### src/include/sip_pkg.sv
// Shared constants and types for the eight-stage serial-in, parallel-out shift register.
// Assumes every input is synchronous to the system clock.

package sip_pkg;

    // ****************************************
    // Geometry and reset values
    // ****************************************
    localparam int unsigned SIP_NUM_STAGES = 8;
    localparam int unsigned SIP_FIRST_STAGE = 0;
    localparam int unsigned SIP_LAST_STAGE = SIP_NUM_STAGES - 1;
    localparam logic [SIP_NUM_STAGES-1:0] SIP_STAGES_RST = 8'h00;
    localparam logic SIP_CLK_PREV_RST = 1'b1;

    // ****************************************
    // Timing
    // ****************************************
    localparam int unsigned SIP_CLK_PERIOD_PS = 5000;
    localparam int unsigned SIP_EDGE_LATENCY_CYC = 1;

    // ****************************************
    // Carriers
    // ****************************************
    typedef struct packed {
        logic serial_in_a;
        logic serial_in_b;
    } sip_serial_s;

    typedef struct packed {
        logic [SIP_NUM_STAGES-1:0] stages;
    } sip_state_s;

    typedef struct packed {
        logic clk_prev;
    } sip_edge_state_s;

endpackage

### src/hw/sip_edge_det.sv
// Rising edge detector for the sampled shift clock.
// Assumes shift_clock_i is already synchronous to clk_sys_i.

`timescale 1ns/1ps

module sip_edge_det
    import sip_pkg::*;
(
    // System
    input  wire logic clk_sys_i,
    input  wire logic srst_i,
    // Sampled clock level
    input  wire logic shift_clock_i,
    // Edge pulse
    output logic      rise_o
);

    // ****************************************
    // State
    // ****************************************
    sip_edge_state_s state_reg;
    sip_edge_state_s state_next;

    always_comb begin
        state_next          = state_reg;
        state_next.clk_prev = shift_clock_i;
    end

    // Previous level resets high so a clock already high at release is no edge
    always_ff @(posedge clk_sys_i) begin
        if (srst_i) begin
            state_reg.clk_prev <= SIP_CLK_PREV_RST;
        end else begin
            state_reg <= state_next;
        end
    end

    assign rise_o = shift_clock_i & ~state_reg.clk_prev;

endmodule

### src/hw/sip_shift_reg.sv
// Eight-stage serial-in, parallel-out shift register with gated serial inputs.
// Assumes all inputs are synchronous to clk_sys_i and the shift clock is much
// slower than the system clock.

`timescale 1ns/1ps

module sip_shift_reg
    import sip_pkg::*;
#(
    parameter int unsigned NUM_STAGES = SIP_NUM_STAGES
)
(
    // System
    input  wire logic                  clk_sys_i,
    input  wire logic                  srst_i,
    // Serial entry
    input  wire logic                  serial_in_a_i,
    input  wire logic                  serial_in_b_i,
    input  wire logic                  shift_clock_i,
    input  wire logic                  master_clear_n_i,
    // Parallel stages
    output logic [NUM_STAGES-1:0]      parallel_out_o
);

    // ****************************************
    // Elaboration checks
    // ****************************************
    if (NUM_STAGES != SIP_NUM_STAGES) begin : g_bad_stages
        $error("NUM_STAGES must match the stage count of the shared state type");
    end

    // ****************************************
    // Functions
    // ****************************************
    function automatic logic gated_data(input sip_serial_s s);
        gated_data = s.serial_in_a & s.serial_in_b;
    endfunction

    // ****************************************
    // Edge detection
    // ****************************************
    logic        shift_rise;
    sip_serial_s serial_bus;

    assign serial_bus.serial_in_a = serial_in_a_i;
    assign serial_bus.serial_in_b = serial_in_b_i;

    sip_edge_det sip_edge_det_i (
        .clk_sys_i     (clk_sys_i),
        .srst_i        (srst_i),
        .shift_clock_i (shift_clock_i),
        .rise_o        (shift_rise)
    );

    // ****************************************
    // Stage chain
    // ****************************************
    sip_state_s state_reg;
    sip_state_s state_next;
    logic [NUM_STAGES-1:0] shifted;

    assign shifted[SIP_FIRST_STAGE] = gated_data(serial_bus);

    // Each stage from 1 up takes its predecessor; the last stage's old bit falls off
    for (genvar i = 1; i < NUM_STAGES; i++) begin : g_chain
        assign shifted[i] = state_reg.stages[i-1];
    end

    always_comb begin
        state_next = state_reg;
        if (!master_clear_n_i) begin
            state_next.stages = SIP_STAGES_RST;
        end else if (shift_rise) begin
            state_next.stages = shifted;
        end
    end

    // Outputs stay put between shift edges, unless master clear is low, whatever the serial inputs do
    always_ff @(posedge clk_sys_i) begin
        if (srst_i) begin
            state_reg.stages <= SIP_STAGES_RST;
        end else begin
            state_reg <= state_next;
        end
    end

    assign parallel_out_o = state_reg.stages;

    // ****************************************
    // Assertions
    // ****************************************
    logic [NUM_STAGES-1:0] last_dropped;

    assign last_dropped = {state_reg.stages[NUM_STAGES-2:0], 1'b0};

    property p_shift_moves;
        @(posedge clk_sys_i) disable iff (srst_i)
        (shift_rise && master_clear_n_i)
        |=> (parallel_out_o[NUM_STAGES-1:1] == $past(parallel_out_o[NUM_STAGES-2:0]));
    endproperty
    a_shift_moves: assert property (p_shift_moves)
        else $error("Stages did not move one place on a shift edge");

    property p_first_and;
        @(posedge clk_sys_i) disable iff (srst_i)
        (shift_rise && master_clear_n_i)
        |=> (parallel_out_o[0] == ($past(serial_in_a_i) & $past(serial_in_b_i)));
    endproperty
    a_first_and: assert property (p_first_and)
        else $error("First stage did not load the AND of the serial inputs");

    property p_gate_low;
        @(posedge clk_sys_i) disable iff (srst_i)
        (shift_rise && (!serial_in_a_i || !serial_in_b_i))
        |=> !parallel_out_o[0];
    endproperty
    a_gate_low: assert property (p_gate_low)
        else $error("A low serial input failed to gate a zero in");

    property p_clear_wins;
        @(posedge clk_sys_i) disable iff (srst_i)
        !master_clear_n_i |=> (parallel_out_o == '0);
    endproperty
    a_clear_wins: assert property (p_clear_wins)
        else $error("Stages not cleared while master clear low");

    property p_clear_holds;
        @(posedge clk_sys_i) disable iff (srst_i)
        (!master_clear_n_i [*3]) |=> (parallel_out_o == '0) && !parallel_out_o[0];
    endproperty
    a_clear_holds: assert property (p_clear_holds)
        else $error("Stages moved during a held clear");

    property p_no_edge_no_change;
        @(posedge clk_sys_i) disable iff (srst_i)
        (!shift_rise && master_clear_n_i) |=> $stable(parallel_out_o);
    endproperty
    a_no_edge_no_change: assert property (p_no_edge_no_change)
        else $error("Outputs changed without a shift edge");

    property p_serial_only_no_effect;
        @(posedge clk_sys_i) disable iff (srst_i)
        (!shift_clock_i && master_clear_n_i && $changed(serial_in_a_i))
        |=> $stable(parallel_out_o);
    endproperty
    a_serial_only_no_effect: assert property (p_serial_only_no_effect)
        else $error("Serial input change reached the outputs directly");

    property p_last_dropped;
        @(posedge clk_sys_i) disable iff (srst_i)
        (shift_rise && master_clear_n_i && !serial_in_a_i)
        |=> (parallel_out_o == $past(last_dropped));
    endproperty
    a_last_dropped: assert property (p_last_dropped)
        else $error("Last stage bit was not discarded on a shift");

    property p_resume_after_clear;
        @(posedge clk_sys_i) disable iff (srst_i)
        (!master_clear_n_i ##1 (master_clear_n_i && shift_rise
                                && serial_in_a_i && serial_in_b_i))
        |=> (parallel_out_o == {{(NUM_STAGES-1){1'b0}}, 1'b1});
    endproperty
    a_resume_after_clear: assert property (p_resume_after_clear)
        else $error("Shifting did not resume on the first edge after clear");

    // Whole eight-stage vector after a shift: old stages moved up, new bit in stage 0
    property p_width_eight;
        @(posedge clk_sys_i) disable iff (srst_i)
        (master_clear_n_i && shift_rise)
        |=> (parallel_out_o == {$past(parallel_out_o[NUM_STAGES-2:0]),
                                $past(serial_in_a_i & serial_in_b_i)});
    endproperty
    a_width_eight: assert property (p_width_eight)
        else $error("Eight-stage vector did not take a full shift");

endmodule

### config.mk
export PLATFORM = sky130hd
export DESIGN_NAME = sip_shift_reg
export DESIGN_NICKNAME = d
export VERILOG_FILES = /design/src/include/sip_pkg.sv /design/src/hw/sip_edge_det.sv /design/src/hw/sip_shift_reg.sv
export SDC_FILE = /design/constraint.sdc
export NUM_CORES = 1
export LEC_CHECK = 0
export ABC_AREA = 1
export BUFFER_PORTS_ARGS = -buffer_cell sky130_fd_sc_hd__buf_2
export CORE_AREA = 2 2 39 41
export CTS_BUF_LIST = sky130_fd_sc_hd__clkbuf_8
export CTS_CLUSTER_DIAMETER = 150
export DETAILED_ROUTE_END_ITERATION = 7
export DIE_AREA = 0 0 41 43
export GPL_TIMING_DRIVEN = 0
export MAX_ROUTING_LAYER = met4
export PLACE_DENSITY = 0.67
export SETUP_SLACK_MARGIN = 0.5
export SLEW_MARGIN = 20
export SYNTH_ARGS = -nofsm -noshare
export SYNTH_HDL_FRONTEND = slang
export SYNTH_SLANG_ARGS = --single-unit
export TNS_END_PERCENT = 10
### constraint.sdc
create_clock -name clk_sys_i -period 0.8 [get_ports clk_sys_i]
set_input_delay 0.12 -clock clk_sys_i [delete_from_list [all_inputs] [get_ports clk_sys_i]]
set_output_delay 0.12 -clock clk_sys_i [all_outputs]
set_load 0.05 [all_outputs]
==> flow_metrics.env, run 1 <==
export IMPL_outcome="complete, but fails checks"
export IMPL_violations="setup timing"
export IMPL_die_area_mm2=0.00176
export IMPL_avgRoutedWirePerCell_um=8.19
export IMPL_grt_max_degree=11
export IMPL_worst_pin_slew_ns=0.319
export IMPL_finalHoldViolations=0
export IMPL_finalMaxSlewViolations=0
export IMPL_layout_setup_ws_ns=-0.113
export IMPL_yosysWarnings=0
export IMPL_p_leak_nw=0.356
export IMPL_r2r_end="parallel_out_o[5]$_SDFFE_PP0P_"
export IMPL_remaining_drc_errors=0
export IMPL_synth_cell_types=11
export IMPL_final_layout_size_suffix_gt1_frac=0.540
export IMPL_cpPeakStageDelay_ns=0.32
export IMPL_fin_crit_ns=0.913
export IMPL_netlist_top_cells_area="dfxtp_1 40%, nor2_1 13%, buf_4 12%, nand2_1 9.3%, nand3_1 7.9%"
export IMPL_cts_tree="built"
export IMPL_fin_tns_setup_ns=-0.799
export IMPL_first_pass_iters=4
export IMPL_cp_data_required_time_ns=0.68
export IMPL_clkTransAtPathRegs_ns=0.05
export IMPL_htree_levels=1
export IMPL_r2r_setup_slack_ns=0.04
export IMPL_path_delay_family="flip-flops"
export IMPL_hold_slack_ns=0.0773
export IMPL_antenna_found_initial=0
export IMPL_diodes=0
export IMPL_holdBufCountCts=0
export IMPL_grt_pass1_vias=396
export IMPL_grt_pass1_wl_mm=1.45
export IMPL_yosysSeqAreaShare=0.404
export IMPL_start_util=0.322
export IMPL_clk_path_buf_depth=2
export IMPL_crit_path_end_kind="primary output"
export IMPL_drt_wl_total_um=844
export IMPL_synth_seq_cells=9
export IMPL_final_cell_mix="16 x nor2_1, 10 x nand2_1, 8 x inv_1, 8 x buf_6, 8 x buf_8"
export IMPL_synthCells=65
export IMPL_vias_per_cell=4.25
export IMPL_vias=438
export IMPL_die_h_um=43
export IMPL_cts_buffers_inserted=3
export IMPL_die_w_um=41
export IMPL_worstSetupStartpoint="parallel_out_o[6]$_SDFFE_PP0P_"
export IMPL_ant_nets=0
export IMPL_clock_fmax_mhz=1100
export IMPL_critPathLaunchType="flop"
export IMPL_root_buffer="clkbuf_8"
export IMPL_hold_depth=2
export IMPL_place_gp_congestion=0.720
export IMPL_setup_viol=8
export IMPL_path_max_fanout=2
export IMPL_hold_class="input pin to flop"
export IMPL_clkLatencyLatePin_ns=0.23
export IMPL_rsz0062_at_grt="true"
export IMPL_cp_slowest_cell="dfxtp_2"
export IMPL_largest_reg_flops=8
export IMPL_netlist_area_um2=445
export IMPL_r2r_start="parallel_out_o[4]$_SDFFE_PP0P_"
export IMPL_worst_path_buf_inv=2
export IMPL_avgSynthCellArea_um2=6.85
export IMPL_totalPowerFinal_mw=1.17
export IMPL_clock_sinks=9
export IMPL_hold_path_end="sip_edge_det_i.state_reg$_SDFF_PP1_"
export IMPL_layout_nets=94
export IMPL_pin_count=14
export IMPL_fin_crit_sh=1.14
export IMPL_layout_commonest_cell="nor2_1"
export IMPL_core_area_mm2=0.00138
export IMPL_io_buffers=12
export IMPL_worst_setup_path_type="flop to primary output"
export IMPL_maxCapViolCount=0
export IMPL_slew_headroom=0.787
export IMPL_hp_start="srst_i"
export IMPL_cp_cell_sequence="buf_6 -> buf_8"
export IMPL_power_density_mw_per_mm2=1520
export IMPL_grt_ovfl_total=0
export IMPL_track_usage=0.127
export IMPL_syn2layout_area_growth_pct=72.5
export IMPL_vdd_ir_drop_max_mv=0.693
export IMPL_std_cell_rows=14
export IMPL_post_dp_hpwl_um=545
export IMPL_reg2reg_depth=5
export IMPL_worstPathArrival_ns=0.79
export IMPL_initialDrtViolationCount=2
export IMPL_synth_fp_nets=71
export IMPL_clock_skew_final_ns=0.00163
export IMPL_synth_top_cell_by_area="dfxtp_1"
export IMPL_netlist_area_leader_share=0.404
[worst max path at each step]
stage / endpoint / cells past startpoint
after floorplan: parallel_out_o[0]$_SDFFE_PP0P_ / 4
after global placement: parallel_out_o[1] / 2
after detailed placement: parallel_out_o[2] / 2
after CTS: parallel_out_o[1] / 2
after global routing: parallel_out_o[0] / 2
final: parallel_out_o[6] / 2
[where the power goes]
| part | leakage [nW] | internal [mW] | switching, mW |
|---|---|---|---|
| clock network | 0.0269 | 0.334 | 0.181 |
| registers | 0.0774 | 0.459 | 0.0109 |
| logic | 0.251 | 0.0912 | 0.0936 |
| total | 0.356 | 0.885 | 0.286 |
[logic make-up (layout without fill, tap and decap cells)]
family        Yosys count  after routing  synth area share
buf+inv                19             41             0.236
simple gates           37             37             0.360
flops                   9              9             0.404
[metrics by stage]
| stage | util | cell area (µm²) | cells | worst slack [ns] |
|---|---|---|---|---|
| after floorplan | - | 458 | 65 | 0.110 |
| after global placement | 0.389 | 538 | 93 | 0.00175 |
| after detailed placement | 0.389 | 538 | 93 | -0.00562 |
| after CTS | 0.552 | 763 | 103 | -0.119 |
| after global routing | 0.555 | 768 | 103 | -0.128 |
| final | 0.555 | 768 | 103 | -0.113 |
[layout make-up]
type / count / area (µm²)
Fill cell: 135 / 616
Sequential cell: 9 / 196
Timing Repair Buffer: 18 / 191
Multi-Input combinational cell: 37 / 170
Buffer: 8 / 98.8
Inverter: 11 / 46.3
Clock buffer: 3 / 41.3
Tap cell: 16 / 20.0
Clock inverter: 1 / 3.75
[cells in the mapped netlist, drive strengths merged]
cell type,number
nor2,18
inv,11
nand2,11
dfxtp,9
buf,8
nand3,7
or2,1
[metal layers]
layer / part of all wire / track usage / up-vias
met4: 0.026 / 0.100 / 0
met2: 0.53 / 0.188 / 10
met1: 0.40 / 0.136 / 199
met3: 0.044 / 0.0314 / 2
li1: - / - / 227
met5: 0 / - / -
[repair_timing]
| item | 4_1_cts | 5_1_grt |
|---|---|---|
| setup buffers | 6 | 0 |
| endpoints found under the setup margin | 17 | 17 |
| pin swaps | 10 | 5 |
| hold endpoints to repair | 0 | 0 |
| gates resized for setup | 44 | 2 |
Power figures use the tool's default switching activity.
==> run 2: changes to the inputs <==
Settings changed: CTS_BUF_LIST sky130_fd_sc_hd__clkbuf_8 to unset.
==> run 2 against run 1 <==
Clock skew barely moved. Die area did not move. Setup slack got worse by 0.051 ns. Count of clock-buffer cells in the layout rose by 1. Non-clock buffer count did not move. Power fell by 14%. Utilization fell by 1.8 points. Clock power fell by 30%. The run still ends with setup timing left. Flip-flop and latch count did not move. Cell count did not move. Sequential power barely moved.
==> flow_metrics.env, run 2 (synthesis results as in run 1) <==
export IMPL_std_cell_rows=14
export IMPL_die_w_um=41
export IMPL_clkLatencyLatePin_ns=0.26
export IMPL_final_cell_mix="16 x nor2_1, 10 x nand2_1, 8 x buf_8, 7 x buf_6, 7 x dfxtp_2"
export IMPL_avgRoutedWirePerCell_um=8.30
export IMPL_grt_pass1_vias=405
export IMPL_layout_nets=94
export IMPL_pin_count=14
export IMPL_pwr_share_comb=0.180
export IMPL_routed_top_layer="met4"
export IMPL_worst_setup_path_type="flop to primary output"
export IMPL_post_dp_cell_area_um2=538
export IMPL_fin_crit_ns=0.963
export IMPL_die_area_mm2=0.00176
export IMPL_layout_commonest_cell="nor2_1"
export IMPL_vias=447
export IMPL_cts_tree="built"
export IMPL_core_area_mm2=0.00138
export IMPL_holdBufCountCts=0
export IMPL_diodes=0
export IMPL_syn2layout_area_growth_pct=66.9
export IMPL_crit_path_end_kind="primary output"
export IMPL_dr_wl_met3_um=40
export IMPL_cts_buffers_inserted=3
export IMPL_slew_headroom=0.783
export IMPL_clkTransAtPathRegs_ns=0.06
export IMPL_htree_levels=1
export IMPL_track_usage=0.135
export IMPL_clk_path_buf_depth=2
export IMPL_fin_tns_setup_ns=-1.13
export IMPL_critPathLaunchType="flop"
export IMPL_internal_power_mw=0.738
export IMPL_ant_nets=0
export IMPL_wl_met2_um=416
export IMPL_drt_wl_total_um=855
export IMPL_violations="setup timing"
export IMPL_grt_max_degree=11
export IMPL_clock_fmax_mhz=1040
export IMPL_rsz0062_at_grt="true"
export IMPL_post_dp_hpwl_um=545
export IMPL_path_max_fanout=2
export IMPL_grt_pass1_wl_mm=1.48
export IMPL_p_clk_frac=0.356
export IMPL_finalMaxSlewViolations=0
export IMPL_remaining_drc_errors=0
export IMPL_swShare=0.269
export IMPL_vdd_ir_drop_max_mv=0.700
export IMPL_root_buffer="clkbuf_4"
export IMPL_maxCapViolCount=0
export IMPL_cp_data_required_time_ns=0.68
export IMPL_setup_viol=8
export IMPL_layout_setup_ws_ns=-0.163
export IMPL_power_density_mw_per_mm2=1360
export IMPL_p_sw_mw=0.271
export IMPL_final_layout_size_suffix_gt1_frac=0.552
export IMPL_wl_met1_um=352
export IMPL_antenna_found_initial=0
export IMPL_hold_slack_ns=0.0758
export IMPL_vias_per_cell=4.34
export IMPL_start_util=0.322
export IMPL_largest_reg_flops=8
export IMPL_post_route_cell_area_um2=743
export IMPL_p_leak_nw=0.342
export IMPL_io_buffers=12
export IMPL_hold_class="input pin to flop"
export IMPL_fin_crit_sh=1.20
export IMPL_initialDrtViolationCount=1
export IMPL_grt_ovfl_total=0
export IMPL_first_pass_iters=2
export IMPL_worstPathArrival_ns=0.84
export IMPL_clock_sinks=9
export IMPL_fin_util=0.537
export IMPL_clock_skew_final_ns=0.00208
export IMPL_seqPwrFrac=0.464
export IMPL_die_h_um=43
export IMPL_fillers=139
export IMPL_outcome="complete, but fails checks"
export IMPL_place_gp_congestion=0.720
export IMPL_finalHoldViolations=0
export IMPL_worst_pin_slew_ns=0.326
-- run 2: cell count changes in the layout (fill, tap and decap cells not counted), sizes merged --
cell,previous run,this run
clkbuf,3,4
inv,12,11
-- run 2: worst max-delay path, stage by stage (launching register included) --
cell and delay, ns:
dfxtp_2 0.33, buf_6 0.11, buf_8 0.14
-- run 2: repair_timing --
action | 4_1_cts | 5_1_grt
buffers inserted | 6 | 0
gates resized for setup | 43 | 3
pin swaps | 9 | 4
endpoints found under the setup margin | 17 | 16
-- run 2: path summary, 6_finish.rpt --
path                                       start                                   to  slack [ns]  cells past startpoint
hold reg to reg   parallel_out_o[7]$_SDFFE_PP0P_       parallel_out_o[7]$_SDFFE_PP0P_        0.51                      2
setup reg to reg  parallel_out_o[6]$_SDFFE_PP0P_       parallel_out_o[7]$_SDFFE_PP0P_        0.05                      5
hold / removal                            srst_i  sip_edge_det_i.state_reg$_SDFF_PP1_        0.08                      2
setup / recovery  parallel_out_o[6]$_SDFFE_PP0P_                    parallel_out_o[6]       -0.16                      2
-- run 2: power groups by stage --
stage	clock network, mW	logic [mW]	registers, mW
after global placement	0	0.134	0.475
final	0.359	0.182	0.468
after CTS	0.376	0.181	0.468
after detailed placement	0	0.136	0.476
after floorplan	0	0.104	0.478
after global routing	0.394	0.197	0.470
-- run 2: cell type report --
class	count	area (µm²)	share of cell area
sequential	9	196	0.264
tap	16	20.0	0.0269
buffer	8	98.8	0.133
inverter	11	46.3	0.0623
multi-input combinational	37	170	0.229
timing repair buffer	18	185	0.249
clock buffer	4	26.3	0.0354
-- run 2: through the flow --
step / power (mW) / setup slack [ns] / instances
floorplan: 0.583 / 0.110 / 65
global placement: 0.609 / 0.00175 / 93
detailed placement: 0.612 / -0.00562 / 93
CTS: 1.02 / -0.163 / 103
global route: 1.06 / -0.181 / 103
finish: 1.01 / -0.163 / 103
-- run 2: metal layers --
| layer | vias to the layer above | global-route usage |
|---|---|---|
| li1 | 231 | - |
| met1 | 198 | 0.139 |
| met2 | 13 | 0.191 |
| met3 | 5 | 0.0314 |
| met4 | 0 | 0.140 |
| met5 | - | - |
==> run 3: changes to the inputs <==
Settings changed: CTS_BUF_LIST set to sky130_fd_sc_hd__clkbuf_16.
==> run 3 against run 2 <==
The run still ends with setup timing left. Wire length increased by 10%. Cell count unchanged. Cell area increased by 8.2%. Clock skew increased by 0.0010 ns. Hold slack got worse by 0.0074 ns. Critical path type unchanged. Highest routed layer unchanged.
==> flow_metrics.env, run 3 (synthesis results as in run 1) <==
export IMPL_largest_reg_flops=8
export IMPL_ant_nets=0
export IMPL_pin_count=14
export IMPL_final_layout_size_suffix_gt1_frac=0.563
export IMPL_vias=450
export IMPL_grt_pass1_wl_mm=1.56
export IMPL_vias_per_cell=4.37
export IMPL_layout_commonest_cell="nor2_1"
export IMPL_setup_viol=8
export IMPL_cp_data_required_time_ns=0.68
export IMPL_rsz0062_at_grt="true"
export IMPL_remaining_drc_errors=0
export IMPL_r2r_setup_slack_ns=0.01
export IMPL_final_cell_mix="16 x nor2_1, 9 x nand2_1, 8 x buf_6, 8 x buf_8"
export IMPL_finalMaxSlewViolations=0
export IMPL_p_clk_frac=0.573
export IMPL_hold_slack_ns=0.0684
export IMPL_worstPathArrival_ns=0.81
export IMPL_vdd_ir_drop_max_mv=1.06
export IMPL_critPathLaunchType="flop"
export IMPL_place_gp_congestion=0.720
export IMPL_post_dp_cell_area_um2=538
export IMPL_fin_tns_setup_ns=-0.858
export IMPL_worst_pin_slew_ns=0.355
export IMPL_die_h_um=43
export IMPL_worst_setup_path_type="flop to primary output"
export IMPL_worstSetupStartpoint="parallel_out_o[6]$_SDFFE_PP0P_"
export IMPL_core_area_mm2=0.00138
export IMPL_power_density_mw_per_mm2=1920
export IMPL_first_pass_iters=3
export IMPL_syn2layout_area_growth_pct=80.6
export IMPL_post_dp_hpwl_um=545
export IMPL_p_sw_mw=0.339
export IMPL_start_util=0.322
export IMPL_outcome="complete, but fails checks"
export IMPL_clock_skew_final_ns=0.00310
export IMPL_grt_ovfl_total=0
export IMPL_maxCapViolCount=0
export IMPL_fin_crit_sh=1.16
export IMPL_preCtsSetupSlack_ns=-0.00562
export IMPL_clock_sinks=9
export IMPL_die_w_um=41
export IMPL_fin_crit_ns=0.928
export IMPL_clock_fmax_mhz=1080
export IMPL_swShare=0.220
export IMPL_die_area_mm2=0.00176
export IMPL_totalPowerFinal_mw=1.55
export IMPL_clkLatencyLatePin_ns=0.24
export IMPL_antenna_found_initial=0
export IMPL_initialDrtViolationCount=3
export IMPL_internal_power_mw=1.21
export IMPL_final_instance_count_excl_fill=103
export IMPL_cts_buffers_inserted=3
export IMPL_track_usage=0.146
export IMPL_diodes=0
export IMPL_fillers=125
export IMPL_root_buffer="clkbuf_16"
export IMPL_slew_headroom=0.763
export IMPL_cts_tree="built"
export IMPL_seqPwrFrac=0.305
export IMPL_fin_util=0.581
export IMPL_layout_setup_ws_ns=-0.128
export IMPL_pwr_share_comb=0.122
export IMPL_p_leak_nw=0.371
export IMPL_dp_cells=93
export IMPL_finalHoldViolations=0
export IMPL_hold_class="input pin to flop"
export IMPL_grt_max_degree=11
export IMPL_clkTransAtPathRegs_ns=0.04
export IMPL_crit_path_end_kind="primary output"
export IMPL_std_cell_rows=14
export IMPL_layout_nets=94
export IMPL_io_buffers=12
export IMPL_path_max_fanout=2
export IMPL_avgRoutedWirePerCell_um=9.16
export IMPL_hp_start="srst_i"
export IMPL_post_route_cell_area_um2=805
export IMPL_r2r_start="parallel_out_o[4]$_SDFFE_PP0P_"
export IMPL_violations="setup timing"
export IMPL_clk_path_buf_depth=2
export IMPL_drt_wl_total_um=943
export IMPL_grt_pass1_vias=421
export IMPL_htree_levels=1
[run 3: changes by cell type in the layout (fill, tap and decap cells not counted)]
| cell | change |
|---|---|
| buf_2 | -1 |
| buf_6 | +1 |
| clkbuf_1 | -1 |
| clkbuf_16 | +3 |
| clkbuf_4 | -3 |
| inv_1 | +1 |
| nand2_1 | -1 |
| nand2_2 | +1 |
[run 3: area by class of cell]
class | instances | area (µm²) | share of cell area
well taps | 16 | 20.0 | 0.0249
flip-flops and latches | 9 | 196 | 0.244
plain buffers | 8 | 98.8 | 0.123
clock buffers | 3 | 75.1 | 0.0933
inverters | 11 | 46.3 | 0.0575
clock inverters | 1 | 3.75 | 0.00467
repair buffers | 18 | 191 | 0.238
multi-input cells | 37 | 173 | 0.215
[run 3: critical path: stages (launching register included)]
cell     delay, ns
dfxtp_2       0.32
buf_6         0.11
buf_8         0.14
[run 3: layer usage]
layer / wire length, µm / global-route usage
met1: 362 / 0.152
met2: 487 / 0.194
met3: 42 / 0.0471
met4: 51 / 0.160
met5: 0 / -
[run 3: timing repair]
| action | CTS | global route |
|---|---|---|
| pin swaps | 12 | 7 |
| hold buffers | 0 | 0 |
| gates cloned | 0 | 0 |
| setup endpoints to repair | 17 | 17 |
| gates resized for setup | 45 | 3 |
| setup buffers | 6 | 0 |
[run 3: worst paths after layout]
path | endpoint | depth (start not counted)
worst min register to register | parallel_out_o[7]$_SDFFE_PP0P_ | 2
worst max register to register | parallel_out_o[5]$_SDFFE_PP0P_ | 5
worst min-delay path | sip_edge_det_i.state_reg$_SDFF_PP1_ | 2
worst max-delay path | parallel_out_o[6] | 2
[run 3: power by group through the flow]
stage          logic (mW)  registers, mW  clock network, mW
6_report            0.189          0.471              0.886
5_1_grt             0.203          0.473              0.897
4_1_cts             0.185          0.471              0.892
3_5_place_dp        0.136          0.476                  0
3_3_place_gp        0.134          0.475                  0
2_1_floorplan       0.104          0.478                  0
